==> src/tec_map.svh <==
/*
 * Register selectors, field positions, write masks and reset values for the
 * thread exception control block.
 * Assumes it is included once per compilation unit by its bare name.
 */
// Contract
// - hold dispatch mask, seeds execution mask
// - grouped mask: each nibble ORs dispatch nibble
// - four fault state words kept, handler saves
// - control register type 1000b, four words
// - subregisters 00000b, 00100b, 01000b; others reserved
// - exception word bits 15:0 are enables
// - bits 31:16 record exceptions even disabled
// - exception bits ordered by decreasing priority
// - third word captures IP on exception
// - fourth word reserved, writes discarded
// - exception saves IP, sets master, jumps
// - master write rules; zero returns to resume
// - one hidden 48-bit handler pointer, low 32 used
// - bit 12 float-to-int rounding select
// - bit 11 min/max signalling NaN handling
// - bit 10 half-precision denormal mode
// - bit 9 traps float flags, no jump
// - bit 7 single denormals, ignored in alternative
// - bit 6 double-precision denormal mode
// - bits 5:4 rounding mode encoding
// - bit 3 mask select, zero picks dispatch
// - mask select one picks grouped mask
// - float flags 6:0 sticky, cleared by software/load
`ifndef TEC_MAP_SVH
`define TEC_MAP_SVH

// register type and number selectors (type is the upper nibble of the register number)
`define TEC_RT_STATE 4'h7
`define TEC_RT_CTRL 4'h8
`define TEC_RN_SR0 4'h0
`define TEC_RN_SR1 4'h1
`define TEC_RN_CR0 4'h0

// subregister selectors, one per 32-bit word
`define TEC_SUB_W0 5'h00
`define TEC_SUB_W1 5'h04
`define TEC_SUB_W2 5'h08
`define TEC_SUB_W3 5'h0C

// control word field positions
`define TEC_CR_MASTER 31
`define TEC_CR_F2I 12
`define TEC_CR_MINMAX 11
`define TEC_CR_HFDEN 10
`define TEC_CR_TRAP 9
`define TEC_CR_SPDEN 7
`define TEC_CR_DPDEN 6
`define TEC_CR_RND_HI 5
`define TEC_CR_RND_LO 4
`define TEC_CR_MSEL 3
`define TEC_CR_SPF 2
`define TEC_CR_ACCDIS 1
`define TEC_CR_ALT 0

// software-writable bits of the control word, master bit handled apart
`define TEC_CR_WMASK 32'h00001EFF
// dispatcher-provided bits: 7, 6, 5:4, 3, 2, 0
`define TEC_CR_LOADMASK 32'h000000FD
`define TEC_IEEE_W 7
`define TEC_IEEE_MASK 7'h1F

// reset values
`define TEC_RST_WORD 32'h00000000
`define TEC_RST_HALF 16'h0000
`define TEC_RST_IEEE 7'h00

`endif

==> src/tec_pkg.sv <==
/*
 * Types shared by the thread exception control block.
 * Assumes tec_map.svh carries the numeric constants.
 */
`default_nettype none
package tec_pkg;

    // rounding encodings of the two-bit rounding field
    typedef enum logic [1:0] {
        TEC_ROUND_NEAREST_EVEN = 2'h0,
        TEC_ROUND_TOWARD_PLUS_INF = 2'h1,
        TEC_ROUND_TOWARD_MINUS_INF = 2'h2,
        TEC_ROUND_TOWARD_ZERO = 2'h3
    } tec_round_type;

    // architectural operand access from the pipeline
    typedef struct packed {
        logic valid;
        logic write;
        logic [3:0] reg_type;
        logic [3:0] reg_num;
        logic [4:0] sub_reg;
        logic [31:0] wdata;
    } tec_access_type;

    // fields provided by the thread dispatcher on thread load
    typedef struct packed {
        logic [31:0] dispatch_mask;
        logic [31:0] ctl_init;
        logic [15:0] exc_enable;
    } tec_dispatch_type;

    // decoded float and execution controls for the datapath
    typedef struct packed {
        logic alternative_float_mode;
        logic sp_denorm_allow;
        logic dp_denorm_allow;
        logic half_float_denorm_allow;
        tec_round_type round_mode;
        tec_round_type f2i_round_mode;
        logic snan_minmax;
        logic ieee_trap_en;
        logic acc_disable;
        logic single_flow;
    } tec_fpctl_type;

endpackage
`default_nettype wire

==> src/tec_thread_exception_control.sv <==
/*
 * Per-thread state and control words of one shader thread: masks, fault state
 * words, control word, exception enables and status, resume pointer and the
 * jump to the global handler entry.
 * Assumes the pipeline presents one operand access per cycle, pulses events
 * on the execution clock, and holds issue until the cycle after a load.
 */
`timescale 1ns/1ps
`default_nettype none
`include "tec_map.svh"

module tec_thread_exception_control
    import tec_pkg::*;
(
    input wire logic ref_clk_i, // execution clock, 40 MHz
    input wire logic rstn_i, // async reset, active low
    input wire logic load_i, // thread load pulse
    input wire tec_dispatch_type disp_i, // dispatcher fields
    input wire tec_access_type acc_i, // operand access
    input wire logic [15:0] exc_event_i, // exception event pulses
    input wire logic [31:0] ip_i, // current instruction pointer
    input wire logic [47:0] handler_entry_i, // global handler entry
    input wire logic [4:0] fp_flag_i, // float exception pulses
    output logic [31:0] rd_data_o, // read data
    output logic rd_valid_o, // read data valid pulse
    output logic redirect_o, // fetch redirect pulse
    output logic [31:0] redirect_ip_o, // fetch target
    output logic [31:0] exec_mask_o, // execution mask in use
    output tec_fpctl_type fpctl_o, // decoded controls
    output logic exc_state_o, // thread in exception state
    output logic [3:0] top_pending_o, // highest pending status index
    output logic pending_o // any status bit pending
);

    logic [31:0] channel_dispatch_mask_reg; // channel dispatch mask
    logic [31:0] gmask_reg; // grouped channel mask
    logic [31:0] fault_reg [4]; // hardware fault state words
    logic [31:0] ctl_reg; // control word without master bit
    logic master_reg; // master exception state
    logic [15:0] enable_reg; // exception enables
    logic [15:0] status_reg; // exception status
    logic [31:0] resume_reg; // saved resume pointer
    logic [6:0] ieee_reg; // sticky float flags
    logic [31:0] rd_data_reg;
    logic rd_valid_reg;
    logic redirect_reg;
    logic [31:0] redirect_ip_reg;
    logic [31:0] exec_mask_reg;
    tec_fpctl_type fpctl_reg;
    logic [3:0] top_pending_reg;
    logic pending_reg;

    logic wr; // a write access this cycle
    logic sel_sr0; // state register 0 selected
    logic sel_sr1; // state register 1 selected
    logic sel_cr0; // control register selected
    logic take_exc; // an enabled exception is taken
    logic ret_exc; // software clears master bit
    logic [31:0] status_word; // control word 1 as read
    logic [31:0] ctl_word; // control word 0 as read
    logic [31:0] gmask_of_channel_dispatch_mask; // grouped form of the dispatch mask

    // grouped form: every bit of a nibble is the OR of that nibble
    function automatic logic [31:0] group_mask(input logic [31:0] m);
        logic [31:0] g;
        g = '0;
        for (int n = 0; n < 8; n++) begin
            g[n*4 +: 4] = {4{|m[n*4 +: 4]}};
        end
        return g;
    endfunction

    // operand decode; the pipeline keeps state operands coherent itself
    assign wr = acc_i.valid && acc_i.write;
    assign sel_sr0 = acc_i.reg_type == `TEC_RT_STATE && acc_i.reg_num == `TEC_RN_SR0;
    assign sel_sr1 = acc_i.reg_type == `TEC_RT_STATE && acc_i.reg_num == `TEC_RN_SR1;
    assign sel_cr0 = acc_i.reg_type == `TEC_RT_CTRL && acc_i.reg_num == `TEC_RN_CR0;
    assign gmask_of_channel_dispatch_mask = group_mask(disp_i.dispatch_mask);

    // exception taken only from normal state; events still record status
    // a thread load takes none, so a new thread never starts inside its handler
    assign take_exc = !master_reg && !load_i && |(exc_event_i & enable_reg);
    // return only when master is one and software writes zero
    assign ret_exc = wr && sel_cr0 && acc_i.sub_reg == `TEC_SUB_W0
        && !acc_i.wdata[`TEC_CR_MASTER] && master_reg;

    assign ctl_word = {master_reg, ctl_reg[30:0]};
    assign status_word = {status_reg, enable_reg};

    // masks: loaded by the dispatcher, writable as operands
    always_ff @(posedge ref_clk_i or negedge rstn_i) begin
        if (!rstn_i) begin
            channel_dispatch_mask_reg <= `TEC_RST_WORD;
            gmask_reg <= `TEC_RST_WORD;
        end else if (load_i) begin
            channel_dispatch_mask_reg <= disp_i.dispatch_mask;
            gmask_reg <= gmask_of_channel_dispatch_mask;
        end else if (wr && sel_sr0) begin
            if (acc_i.sub_reg == `TEC_SUB_W2) begin
                channel_dispatch_mask_reg <= acc_i.wdata;
            end
            if (acc_i.sub_reg == `TEC_SUB_W3) begin
                gmask_reg <= acc_i.wdata;
            end
        end
    end

    // fault words survive thread load; only the handler saves and restores them
    always_ff @(posedge ref_clk_i or negedge rstn_i) begin
        if (!rstn_i) begin
            for (int k = 0; k < 4; k++) begin
                fault_reg[k] <= `TEC_RST_WORD;
            end
        end else if (wr && sel_sr1) begin
            for (int k = 0; k < 4; k++) begin
                if (acc_i.sub_reg == 5'(k * 4)) begin
                    fault_reg[k] <= acc_i.wdata;
                end
            end
        end
    end

    // control word: load clears bits 12:9 and takes dispatcher fields
    always_ff @(posedge ref_clk_i or negedge rstn_i) begin
        if (!rstn_i) begin
            ctl_reg <= `TEC_RST_WORD;
        end else if (load_i) begin
            ctl_reg <= disp_i.ctl_init & `TEC_CR_LOADMASK;
        end else if (wr && sel_cr0 && acc_i.sub_reg == `TEC_SUB_W0) begin
            ctl_reg <= acc_i.wdata & `TEC_CR_WMASK;
        end
    end

    // master bit: exception sets it, a write of one never does
    always_ff @(posedge ref_clk_i or negedge rstn_i) begin
        if (!rstn_i) begin
            master_reg <= 1'b0;
        end else if (load_i) begin
            master_reg <= 1'b0;
        end else if (take_exc) begin
            master_reg <= 1'b1;
        end else if (ret_exc) begin
            master_reg <= 1'b0;
        end
    end

    // enables and status; a new event wins over a clearing write
    always_ff @(posedge ref_clk_i or negedge rstn_i) begin
        if (!rstn_i) begin
            enable_reg <= `TEC_RST_HALF;
            status_reg <= `TEC_RST_HALF;
        end else if (load_i) begin
            enable_reg <= disp_i.exc_enable;
            status_reg <= exc_event_i;
        end else if (wr && sel_cr0 && acc_i.sub_reg == `TEC_SUB_W1) begin
            enable_reg <= acc_i.wdata[15:0];
            status_reg <= acc_i.wdata[31:16] | exc_event_i;
        end else begin
            status_reg <= status_reg | exc_event_i;
        end
    end

    // resume pointer captures the IP when an exception is taken
    always_ff @(posedge ref_clk_i or negedge rstn_i) begin
        if (!rstn_i) begin
            resume_reg <= `TEC_RST_WORD;
        end else if (take_exc) begin
            resume_reg <= ip_i;
        end else if (load_i) begin
            resume_reg <= `TEC_RST_WORD;
        end else if (wr && sel_cr0 && acc_i.sub_reg == `TEC_SUB_W2) begin
            resume_reg <= acc_i.wdata;
        end
    end

    // sticky float flags; trapping never redirects fetch
    always_ff @(posedge ref_clk_i or negedge rstn_i) begin
        if (!rstn_i) begin
            ieee_reg <= `TEC_RST_IEEE;
        end else if (load_i) begin
            ieee_reg <= `TEC_RST_IEEE;
        end else begin
            if (wr && sel_sr0 && acc_i.sub_reg == `TEC_SUB_W1) begin
                ieee_reg <= (acc_i.wdata[6:0] & `TEC_IEEE_MASK)
                    | ({2'h0, fp_flag_i} & {`TEC_IEEE_W{ctl_reg[`TEC_CR_TRAP]}});
            end else if (ctl_reg[`TEC_CR_TRAP]) begin
                ieee_reg <= ieee_reg | {2'h0, fp_flag_i};
            end
        end
    end

    // fetch redirect: handler entry on exception, resume pointer on return
    always_ff @(posedge ref_clk_i or negedge rstn_i) begin
        if (!rstn_i) begin
            redirect_reg <= 1'b0;
            redirect_ip_reg <= `TEC_RST_WORD;
        end else begin
            redirect_reg <= take_exc || ret_exc;
            if (take_exc) begin
                redirect_ip_reg <= handler_entry_i[31:0];
            end else if (ret_exc) begin
                redirect_ip_reg <= resume_reg;
            end
        end
    end

    // read port; reserved words and unknown selectors read as zero
    always_ff @(posedge ref_clk_i or negedge rstn_i) begin
        if (!rstn_i) begin
            rd_data_reg <= `TEC_RST_WORD;
            rd_valid_reg <= 1'b0;
        end else begin
            rd_valid_reg <= acc_i.valid && !acc_i.write;
            rd_data_reg <= `TEC_RST_WORD;
            if (acc_i.valid && !acc_i.write) begin
                if (sel_sr0) begin
                    unique case (acc_i.sub_reg)
                        `TEC_SUB_W1: rd_data_reg <= {25'h0, ieee_reg};
                        `TEC_SUB_W2: rd_data_reg <= channel_dispatch_mask_reg;
                        `TEC_SUB_W3: rd_data_reg <= gmask_reg;
                        default: rd_data_reg <= `TEC_RST_WORD;
                    endcase
                end else if (sel_sr1) begin
                    unique case (acc_i.sub_reg)
                        `TEC_SUB_W0: rd_data_reg <= fault_reg[0];
                        `TEC_SUB_W1: rd_data_reg <= fault_reg[1];
                        `TEC_SUB_W2: rd_data_reg <= fault_reg[2];
                        `TEC_SUB_W3: rd_data_reg <= fault_reg[3];
                        default: rd_data_reg <= `TEC_RST_WORD;
                    endcase
                end else if (sel_cr0) begin
                    unique case (acc_i.sub_reg)
                        `TEC_SUB_W0: rd_data_reg <= ctl_word;
                        `TEC_SUB_W1: rd_data_reg <= status_word;
                        `TEC_SUB_W2: rd_data_reg <= resume_reg;
                        default: rd_data_reg <= `TEC_RST_WORD;
                    endcase
                end
            end
        end
    end

    // execution mask chosen by mask select, one cycle behind the control word
    always_ff @(posedge ref_clk_i or negedge rstn_i) begin
        if (!rstn_i) begin
            exec_mask_reg <= `TEC_RST_WORD;
        end else if (ctl_reg[`TEC_CR_MSEL]) begin
            exec_mask_reg <= gmask_reg;
        end else begin
            exec_mask_reg <= channel_dispatch_mask_reg;
        end
    end

    // decoded float controls for the datapath
    always_ff @(posedge ref_clk_i or negedge rstn_i) begin
        if (!rstn_i) begin
            fpctl_reg <= '0;
        end else begin
            fpctl_reg.alternative_float_mode <= ctl_reg[`TEC_CR_ALT];
            // alternative mode always flushes single-precision denormals
            fpctl_reg.sp_denorm_allow <= ctl_reg[`TEC_CR_SPDEN] && !ctl_reg[`TEC_CR_ALT];
            fpctl_reg.dp_denorm_allow <= ctl_reg[`TEC_CR_DPDEN];
            fpctl_reg.half_float_denorm_allow <= ctl_reg[`TEC_CR_HFDEN];
            fpctl_reg.round_mode <= tec_round_type'(ctl_reg[`TEC_CR_RND_HI:`TEC_CR_RND_LO]);
            fpctl_reg.f2i_round_mode <= ctl_reg[`TEC_CR_F2I]
                ? tec_round_type'(ctl_reg[`TEC_CR_RND_HI:`TEC_CR_RND_LO])
                : TEC_ROUND_TOWARD_ZERO;
            fpctl_reg.snan_minmax <= ctl_reg[`TEC_CR_MINMAX];
            fpctl_reg.ieee_trap_en <= ctl_reg[`TEC_CR_TRAP];
            fpctl_reg.acc_disable <= ctl_reg[`TEC_CR_ACCDIS];
            fpctl_reg.single_flow <= ctl_reg[`TEC_CR_SPF];
        end
    end

    // highest pending status bit, fifteen less the leading-zero count of the status word
    always_ff @(posedge ref_clk_i or negedge rstn_i) begin
        if (!rstn_i) begin
            top_pending_reg <= 4'h0;
            pending_reg <= 1'b0;
        end else begin
            pending_reg <= |status_reg;
            top_pending_reg <= 4'h0;
            for (int b = 0; b < 16; b++) begin
                if (status_reg[b]) begin
                    top_pending_reg <= 4'(b);
                end
            end
        end
    end

    assign rd_data_o = rd_data_reg;
    assign rd_valid_o = rd_valid_reg;
    assign redirect_o = redirect_reg;
    assign redirect_ip_o = redirect_ip_reg;
    assign exec_mask_o = exec_mask_reg;
    assign fpctl_o = fpctl_reg;
    assign exc_state_o = master_reg;
    assign top_pending_o = top_pending_reg;
    assign pending_o = pending_reg;
endmodule
`default_nettype wire

==> config.mk <==
export PLATFORM = sky130hd
export DESIGN_NAME = tec_thread_exception_control
export DESIGN_NICKNAME = d
export VERILOG_FILES = /design/src/tec_pkg.sv /design/src/tec_thread_exception_control.sv
export VERILOG_INCLUDE_DIRS = /design/src
export SDC_FILE = /design/constraint.sdc
export NUM_CORES = 1
export LEC_CHECK = 0
export ABC_AREA = 1
export BUFFER_PORTS_ARGS = -buffer_cell sky130_fd_sc_hd__buf_2
export CORE_ASPECT_RATIO = 1.75
export CORE_UTILIZATION = 56
export DETAILED_ROUTE_END_ITERATION = 10
export GPL_ROUTABILITY_DRIVEN = 0
export PLACE_DENSITY = 0.81
export SYNTH_ARGS = -nofsm -noshare
export SYNTH_HDL_FRONTEND = slang
export SYNTH_SLANG_ARGS = --single-unit
==> constraint.sdc <==
create_clock -name ref_clk_i -period 2.2 [get_ports ref_clk_i]
set_input_delay 0.11 -clock ref_clk_i [delete_from_list [all_inputs] [get_ports ref_clk_i]]
set_output_delay 0.11 -clock ref_clk_i [all_outputs]
set_load 0.03 [all_outputs]
# ---- Word level (Yosys, flattened, before mapping)
# Index checks and enable logic that the tools add are counted.
dict set report op_classes {
  bitwise 6
  muxes 47
  eq_ne 6
  n_reduce_logical 50
}
# cell n
set op_table {}
lappend op_table {{32-bit 2-to-1 mux} 16}
lappend op_table {{32-bit one-hot mux with 3 select lines} 2}
lappend op_table {{32-bit one-hot mux with 4 select lines} 1}
lappend op_table {{16-bit 2-to-1 mux} 4}
lappend op_table {{31-bit 2-to-1 mux} 2}
lappend op_table {{4-bit 2-to-1 mux} 8}
lappend op_table {{16-bit bitwise OR} 2}
lappend op_table {{16-bit OR reduction} 2}
lappend op_table {{4-bit OR reduction} 8}
lappend op_table {{7-bit 2-to-1 mux} 3}
lappend op_table {{1-bit logical AND} 17}
lappend op_table {{16-bit bitwise AND} 1}
lappend op_table {{3-bit 2-to-1 mux} 4}
lappend op_table {{2-bit AND reduction} 6}
lappend op_table {{2-bit nonzero test} 6}
lappend op_table {{5-bit by 4-bit equality test with 1-bit output (second input constant)} 2}
lappend op_table {{3-bit nonzero test} 3}
lappend op_table {{5-bit by 7-bit bitwise AND with 7-bit output} 1}
lappend op_table {{5-bit by 7-bit bitwise OR with 7-bit output} 1}
lappend op_table {{7-bit by 5-bit bitwise OR with 7-bit output} 1}
lappend op_table {{2-bit 2-to-1 mux} 3}
lappend op_table {{5-bit by 3-bit equality test with 1-bit output (second input constant)} 1}
lappend op_table {{1-bit zero test} 5}
lappend op_table {{5-bit zero test} 1}
lappend op_table {{other kinds (6)} 9}
dict set report word_totals {
  ff_bits 410
  input_bits 231
  elab_cells 138
  out_inout_bits 116
}

# ---- Longest topological paths before layout
# Gate-level depths: netlist of run 1.
dict set report depth {
  depth_word 15
  depth_mapped 15
  ltp_nobuf 15
}

# ---- Least setup slack after synthesis of run 1
# OpenSTA, ideal clock, no wires.
dict set report synth_path {
  kind {reg-to-reg}
  start {register enable_reg[5]}
  end {register master_reg, in the netlist exc_state_o}
  path_buffers 2
  t_arrival_ns 1.402
  period_less_slack_ns 1.542
  setup_ns 0.140
  path_stages_with_launch 9
  path_slack_ns 0.658
  cell_sequence {dfrtp_1 nand2_1 o21ai_0 nor2_1 nand4_1 nand2_1 buf_2 buf_1 o31ai_1}
}
dict set report synth_via {
  elab_chain_len 5
  word_cells_on_any_way 6
  cone_classes {mux: 2; bitwise: 1; reduce/logical: 3}
}
# item line_no
set synth_lines {}
lappend synth_lines {{start, declared} tec_thread_exception_control.sv:40} ;# logic [15:0] enable_reg;
lappend synth_lines {{start signal, assigned} tec_thread_exception_control.sv:150} ;# enable_reg <= `TEC_RST_HALF;
lappend synth_lines {{start signal, assigned} tec_thread_exception_control.sv:153} ;# enable_reg <= disp_i.exc_enable;
lappend synth_lines {{start signal, assigned} tec_thread_exception_control.sv:156} ;# enable_reg <= acc_i.wdata[15:0];
lappend synth_lines {{16-bit bitwise AND *} tec_thread_exception_control.sv:82} ;# assign take_exc = !master_reg && !load_i && |(exc_event_i & enable_reg);
lappend synth_lines {{16-bit OR reduction *} tec_thread_exception_control.sv:82}
lappend synth_lines {{1-bit logical AND *} tec_thread_exception_control.sv:82}
lappend synth_lines {{1-bit 2-to-1 mux} tec_thread_exception_control.sv:140} ;# end else if (take_exc) begin
lappend synth_lines {{1-bit 2-to-1 mux} tec_thread_exception_control.sv:138} ;# end else if (load_i) begin
lappend synth_lines {{end signal, assigned} tec_thread_exception_control.sv:137} ;# master_reg <= 1'b0;
lappend synth_lines {{end signal, assigned} tec_thread_exception_control.sv:139} ;# master_reg <= 1'b0;
lappend synth_lines {{end signal, assigned} tec_thread_exception_control.sv:141} ;# master_reg <= 1'b1;
lappend synth_lines {{end, declared} tec_thread_exception_control.sv:39} ;# logic master_reg;
# Mark *: on every way between the ends. The rest lies on a longest branch, timed or not.
# A chain may end at the register's enable or synchronous reset.

# ---- Worst setup path after layout of run 1
dict set report layout_path {
  start {input exc_event_i[12]}
  end {register resume_reg[5]}
}
dict set report layout_via {
  elab_chain_len 4
  word_cells_on_any_way 5
  cone_classes {mux: 1; bitwise: 1; reduce/logical: 3}
}
# item line_no
set layout_lines {}
lappend layout_lines {{start, declared} tec_thread_exception_control.sv:20} ;# input wire logic [15:0] exc_event_i,
lappend layout_lines {{16-bit bitwise AND *} tec_thread_exception_control.sv:82}
lappend layout_lines {{16-bit OR reduction *} tec_thread_exception_control.sv:82}
lappend layout_lines {{1-bit logical AND *} tec_thread_exception_control.sv:82}
lappend layout_lines {{3-bit nonzero test (no line) / 32-bit 2-to-1 mux (equally long branches)} n/a}
lappend layout_lines {{end signal, assigned} tec_thread_exception_control.sv:166} ;# resume_reg <= `TEC_RST_WORD;
lappend layout_lines {{end signal, assigned} tec_thread_exception_control.sv:168} ;# resume_reg <= ip_i;
lappend layout_lines {{end signal, assigned} tec_thread_exception_control.sv:170} ;# resume_reg <= `TEC_RST_WORD;
lappend layout_lines {{end, declared} tec_thread_exception_control.sv:42} ;# logic [31:0] resume_reg;
# Marked as above.

==> impl_metrics.py, run 1 <==
metrics = {
    "pwr": {
        "p_comb_share_pct": 17.0,
        "p_int_uw": 12000,
        "clock_power_share_pct": 35.3,
        "power.density_nw_per_um2": 749,
        "p_leak_uw": 0.0110,
        "finalPower_uw": 17000,
        "pwr-share-seq_pct": 47.7,
        "p_sw_uw": 5060,
        "ir_drop_v": 0.000715,
        "swShare_pct": 29.7,
    },
    "run": {
        "maxCapViolCount": 0,
    },
    "logic_synthesis": {
        "async_flop_share_pct": 100,
        "syn_avg_cell_area_um2": 8.24,
        "syn_nets": 2392,
        "ys_seq_area_share_pct": 54.7,
        "ys.flop_type": "dfrtp_1",
        "synth_cell_type_count": 38,
        "synth_area_um2": 17800,
        "ys.warnings.count": 0,
        "yosys_register_bits": 389,
        "synth_edf_count": 0,
        "syn_inst": 2161,
    },
    "die": {
        "rows": 86,
        "die_area_um2": 32500,
        "die_width_um": 137,
        "start_util_pct": 56.7,
        "core_area_um2": 31400,
        "ios": 347,
        "die_h_um": 238,
    },
    "min_path": {
        "hp-class": "in2reg",
        "hold_depth": 5,
        "min-delay-start": "fp_flag_i[4]",
    },
    "cts": {
        "cts_buffers": 35,
        "cts_setup_buffers": 0,
        "clkTransAtPathRegs_ns": 0.07,
        "cts_tree": "built",
        "cts_buffer_depth": 3,
        "cts_sinks": 389,
        "htreeDepth": 2,
        "cts-root-buf": "clkbuf_16",
        "clk_latency_ns": 0.55,
    },
    "timing": {
        "clock-skew-final_ns": 0.0241,
        "period_share_pct": 92.5,
        "tns_ns": 0,
        "tightestPinTransition_ns": 1.13,
        "hold_viol": 0,
        "setup_viol": 0,
        "max_freq_ghz": 0.491,
        "fin_crit_ns": 2.04,
        "max-slew-margin-rel_pct": 23.7,
        "slew_viol_final": 0,
        "grt_setup_unrepaired": "no",
        "fin_ws_ns": 0.165,
    },
    "grt": {
        "grt_use_met2_pct": 62.6,
        "antenna_found_initial": 2,
        "gr-total-overflow": 0,
        "grt_pass1_wl_um": 96100,
        "use_met1_pct": 46.8,
        "grt_pass1_vias": 17720,
        "gr-usage-met3_pct": 9.14,
        "grtUsageTotal_pct": 39.5,
        "grt_max_degree": 67,
        "busiest_layer": "met2",
    },
    "place": {
        "dp_hpwl_um": 41700,
        "post-place-ws_ns": 0.163,
        "port-buffer-count": 305,
    },
    "finish": {
        "syn2layout_area_growth_pct": 27.8,
        "drive_above_1_share_pct": 17.4,
        "largest_reg_flops": 128,
        "layout_common_cells": "652 x nand2_1, 388 x dfrtp_1, 304 x buf_2",
        "final_net_count": 2834,
        "final_common_cell": "nand2_1",
    },
    "worst_setup_path": {
        "crit_type": "in2reg",
        "reg2reg_depth": 9,
        "worstSetupStartpointType": "input port",
        "cp-end-kind": "flop",
        "cp_data_required_time_ns": 2.63,
        "r2r-start": "enable_reg[12]",
        "startpoint": "exc_event_i[12]",
        "cp_max_fo": 19,
        "worstPathArrival_ns": 2.47,
    },
    "detailed_routing": {
        "drc": 0,
        "vias": 18108,
        "drtIter0Drc": 2158,
        "via_per_inst": 5.99,
        "wl_um": 63600,
        "wire_per_inst_um": 21.0,
        "drtAntennaViolNets": 0,
        "drtPass1Iterations": 6,
    },
    "outcome": {
        "status": "completed",
    },
}
-- worst paths after layout --
kind | slack (ns) | endpoint
max reg2reg | 0.20 | resume_reg[5]
min | 0.03 | ieee_reg[4]
min reg2reg | 0.39 | fpctl_o[1]
max in group asynchronous | 1.29 | resume_reg[0]
min in group asynchronous | 0.10 | resume_reg[6]
max | 0.16 | resume_reg[5]
-- cells by family (layout without fill, tap and decap cells) --
logic type,after synthesis,after routing,share of synthesized area [%]
AOI/OAI and AO/OA,527,527,16.2
buffers and inverters,303,768,6.88
DFF,389,389,54.7
other,0,2,0
and+or+nand+nor,942,942,22.3
-- critical path, stage by stage --
cell and delay (ns):
dlygate4sd3_1 0.54, buf_2 0.13, inv_1 0.22, o22ai_1 0.16
nor2_2 0.23, nand4_1 0.22, nand2_4 0.24, nand2_4 0.18
buf_4 0.23, nor2_1 0.13, a21oi_1 0.06
-- stage by stage --
step | hold slack (ns) | util (%) | area (um^2) | cells
after floorplan | -0.186 | - | 17800 | 2161
after CTS | 0.0211 | 72.4 | 22800 | 3022
after global routing | 0.0482 | 72.4 | 22800 | 3024
after detailed placement | 0.0981 | 63.5 | 19900 | 2792
after global placement | 0.103 | 63.5 | 19900 | 2792
final | 0.0318 | 72.4 | 22800 | 3024
-- cell usage after synthesis, drive strengths merged, types with 2 or more instances --
cell | count | share of area [%]
a211oi | 2 | 0.084
o221ai | 4 | 0.20
clkbuf | 79 | 1.7
o22ai | 15 | 0.53
inv | 169 | 3.6
nor2 | 109 | 2.4
a21oi | 120 | 3.4
nand2 | 663 | 14
buf | 55 | 1.7
o211ai | 38 | 1.6
nand4 | 29 | 1.1
nor3 | 2 | 0.15
dfrtp | 389 | 55
o2111ai | 3 | 0.15
a41oi | 4 | 0.20
o21ai | 296 | 8.3
o41ai | 7 | 0.34
nor4 | 2 | 0.070
nand3b | 32 | 1.3
nand3 | 105 | 3.0
a22o | 4 | 0.20
a31oi | 31 | 1.1
-- metal layers --
| metal | vias to the layer above | share of wire [%] |
|---|---|---|
| li1 | 7995 | - |
| met1 | 8466 | 35 |
| met2 | 1318 | 47 |
| met3 | 329 | 11 |
| met4 | 0 | 7.6 |
| met5 | - | 0 |
-- timing repair --
item                                    in CTS  in global routing
endpoints found under the setup margin       0                 24
resized for setup                            0                  2
endpoints found under the hold margin      443                  0
hold buffers                               170                  0
-- power groups by stage --
stage                     clock network (uW)  logic (uW)  registers (uW)
final                                   6020        2900            8120
after global routing                    6300        3110            8170
after CTS                               6010        2800            8090
after detailed placement                   0        2550            8220
after global placement                     0        2500            8190
after floorplan                            0        1010            8630
-- area by class of cell --
cell class | count | area [um^2]
Clock inverter | 8 | 68.8
Tap cell | 396 | 495
Antenna cell | 2 | 5.00
Fill cell | 2203 | 8660
Clock buffer | 52 | 1030
Timing Repair Buffer | 539 | 3920
Inverter | 169 | 634
Multi-Input combinational cell | 1469 | 6870
Sequential cell | 389 | 9740
Power figures use the tool's default switching activity.
==> run 2, diff against run 1 <==
CORE_UTILIZATION = 50   (was 56)
PLACE_DENSITY = 0.76   (was 0.81)
clock period = 1.8 ns   (was 2.2 ns; I/O delays follow)
==> impl_metrics.py, run 2 (synthesized netlist as in run 1, its figures left out) <==
metrics = {
    "die": {
        "ios": 347,
        "start_util_pct": 50.6,
        "die_width_um": 145,
        "die_h_um": 252,
        "rows": 91,
        "die_area_um2": 36400,
        "core_area_um2": 35200,
    },
    "finish": {
        "final_common_cell": "nand2_1",
        "final_net_count": 2848,
        "largest_reg_flops": 128,
        "seq_area_um2": 9740,
        "layout_common_cells": "652 x nand2_1, 386 x dfrtp_1, 304 x buf_2",
        "syn2layout_area_growth_pct": 31.4,
        "drive_above_1_share_pct": 18.3,
        "fin_area_um2": 23400,
        "multi_input_area_um2": 6870,
        "instances_no_fill": 3112,
        "fill_cells": 2682,
    },
    "grt": {
        "grt_max_degree": 76,
        "grt_pass1_wl_um": 95700,
        "grtUsageTotal_pct": 35.0,
        "grt_pass1_vias": 17698,
        "antenna_found_initial": 2,
        "gr-total-overflow": 0,
    },
    "worst_setup_path": {
        "crit_type": "reg2reg",
        "cpPeakStageDelay_ns": 0.46,
        "reg2reg_depth": 9,
        "cp_data_required_time_ns": 2.27,
        "cp_common_cell": "nand2_1",
        "worstPathCellList": "nand2_1, o21ai_0, nor2_1, nand4_1, buf_4, buf_16, nand3b_1, nand2_1, a21oi_1",
        "worst_path_max_delay_cell": "dfrtp_2",
        "cp-end-kind": "flop",
        "worstSetupStartpointType": "flop",
        "cp_max_fo": 32,
        "worstPathArrival_ns": 2.17,
    },
    "cts": {
        "cts_buffers": 37,
        "cts_buffer_depth": 3,
        "clk_latency_ns": 0.54,
        "cts_tree": "built",
        "cts-root-buf": "clkbuf_16",
        "cts_sinks": 389,
        "htreeDepth": 2,
        "clkTransAtPathRegs_ns": 0.07,
    },
    "detailed_routing": {
        "via_per_inst": 5.77,
        "drc": 0,
        "vias": 17960,
        "wl_um": 63300,
        "wire_per_inst_um": 20.3,
        "drtIter0Drc": 1793,
        "drtAntennaViolNets": 0,
        "drtPass1Iterations": 9,
    },
    "timing": {
        "period_share_pct": 94.3,
        "fin_crit_ns": 1.70,
        "setup_viol": 0,
        "slew_viol_final": 0,
        "clock-skew-final_ns": 0.0135,
        "hold_viol": 0,
        "tightestPinTransition_ns": 1.14,
        "fin_ws_ns": 0.103,
        "max_freq_ghz": 0.589,
        "grt_setup_unrepaired": "no",
        "tns_ns": 0,
        "max-slew-margin-rel_pct": 22.9,
    },
    "outcome": {
        "status": "completed",
    },
    "pwr": {
        "p_leak_uw": 0.0112,
        "power.density_nw_per_um2": 933,
        "ir_drop_v": 0.000529,
    },
    "min_path": {
        "hp-class": "in2reg",
        "hold_depth": 5,
    },
    "place": {
        "port-buffer-count": 305,
        "dp_hpwl_um": 43200,
        "post-place-ws_ns": 0.0794,
        "place_area_um2": 20400,
        "dp.cells": 2870,
    },
    "run": {
        "maxCapViolCount": 0,
    },
}
==> run 2: cell count changes in the layout (fill, tap and decap cells not counted), sizes merged <==
| cell | previous run | this run |
|---|---|---|
| clkbuf | 52 | 53 |
| clkinv | 7 | 11 |
| diode | 2 | 1 |
| buf | 369 | 379 |
| dlygate4sd3 | 170 | 171 |
| bufinv | 0 | 4 |
==> run 2: final cells by class <==
cell class	instances	area share, %
inverters	169	2.71
repair buffers	551	18.3
diodes	1	0.0107
multi-input cells	1469	29.4
clock inverters	16	0.813
well taps	465	2.49
clock buffers	52	4.68
flip-flops and latches	389	41.6
==> run 2: where the power goes <==
| group | leakage, uW | switching [uW] | internal, uW | total (uW) |
|---|---|---|---|---|
| logic | 0.00565 | 2350 | 1270 | 3620 |
| clock network | 0.000639 | 3460 | 4850 | 8310 |
| registers | 0.00493 | 464 | 9430 | 9890 |
==> run 2: path summary, 6_finish.rpt <==
path	start	end	slack, ns
min in group asynchronous	rstn_i	fpctl_o[11]	0.03
min reg2reg	ctl_reg[5]	fpctl_o[7]	0.41
max	enable_reg[5]	resume_reg[29]	0.10
max in group asynchronous	rstn_i	redirect_ip_o[30]	0.98
max reg2reg	enable_reg[5]	resume_reg[29]	0.10
min	fp_flag_i[4]	ieee_reg[4]	0.02
==> run 2: timing repair <==
item / 4_1_cts / 5_1_grt
hold buffers: 171 / 0
resized for setup: 0 / 8
hold endpoints to repair: 668 / 0
endpoints found under the setup margin: 0 / 20
buffers inserted: 0 / 1
==> run 2: metal layers <==
metal	vias up	part of all wire [%]	global-route usage [%]
li1	8035	-	-
met2	1114	47	56.0
met5	-	0.043	0
met3	313	8.9	6.91
met4	4	8.4	26.5
met1	8494	36	41.1
==> run 2: critical path, delay by kind of cell (launching register included) <==
family,cells,cell delay (ns)
DFF,1,0.46
and+or+nand+nor,5,0.53
AOI/OAI and AO/OA,2,0.20
buffers and inverters,2,0.40
==> run 2: metrics by stage <==
stage | util, % | total power, uW | hold WS, ns
2_1_floorplan | - | 11800 | -0.206
3_3_place_gp | 57.9 | 13100 | 0.0222
3_5_place_dp | 57.9 | 13200 | 0.0283
4_1_cts | 66.4 | 21700 | 0.00220
5_1_grt | 66.5 | 22600 | 0.0247
6_report | 66.5 | 21800 | 0.0213
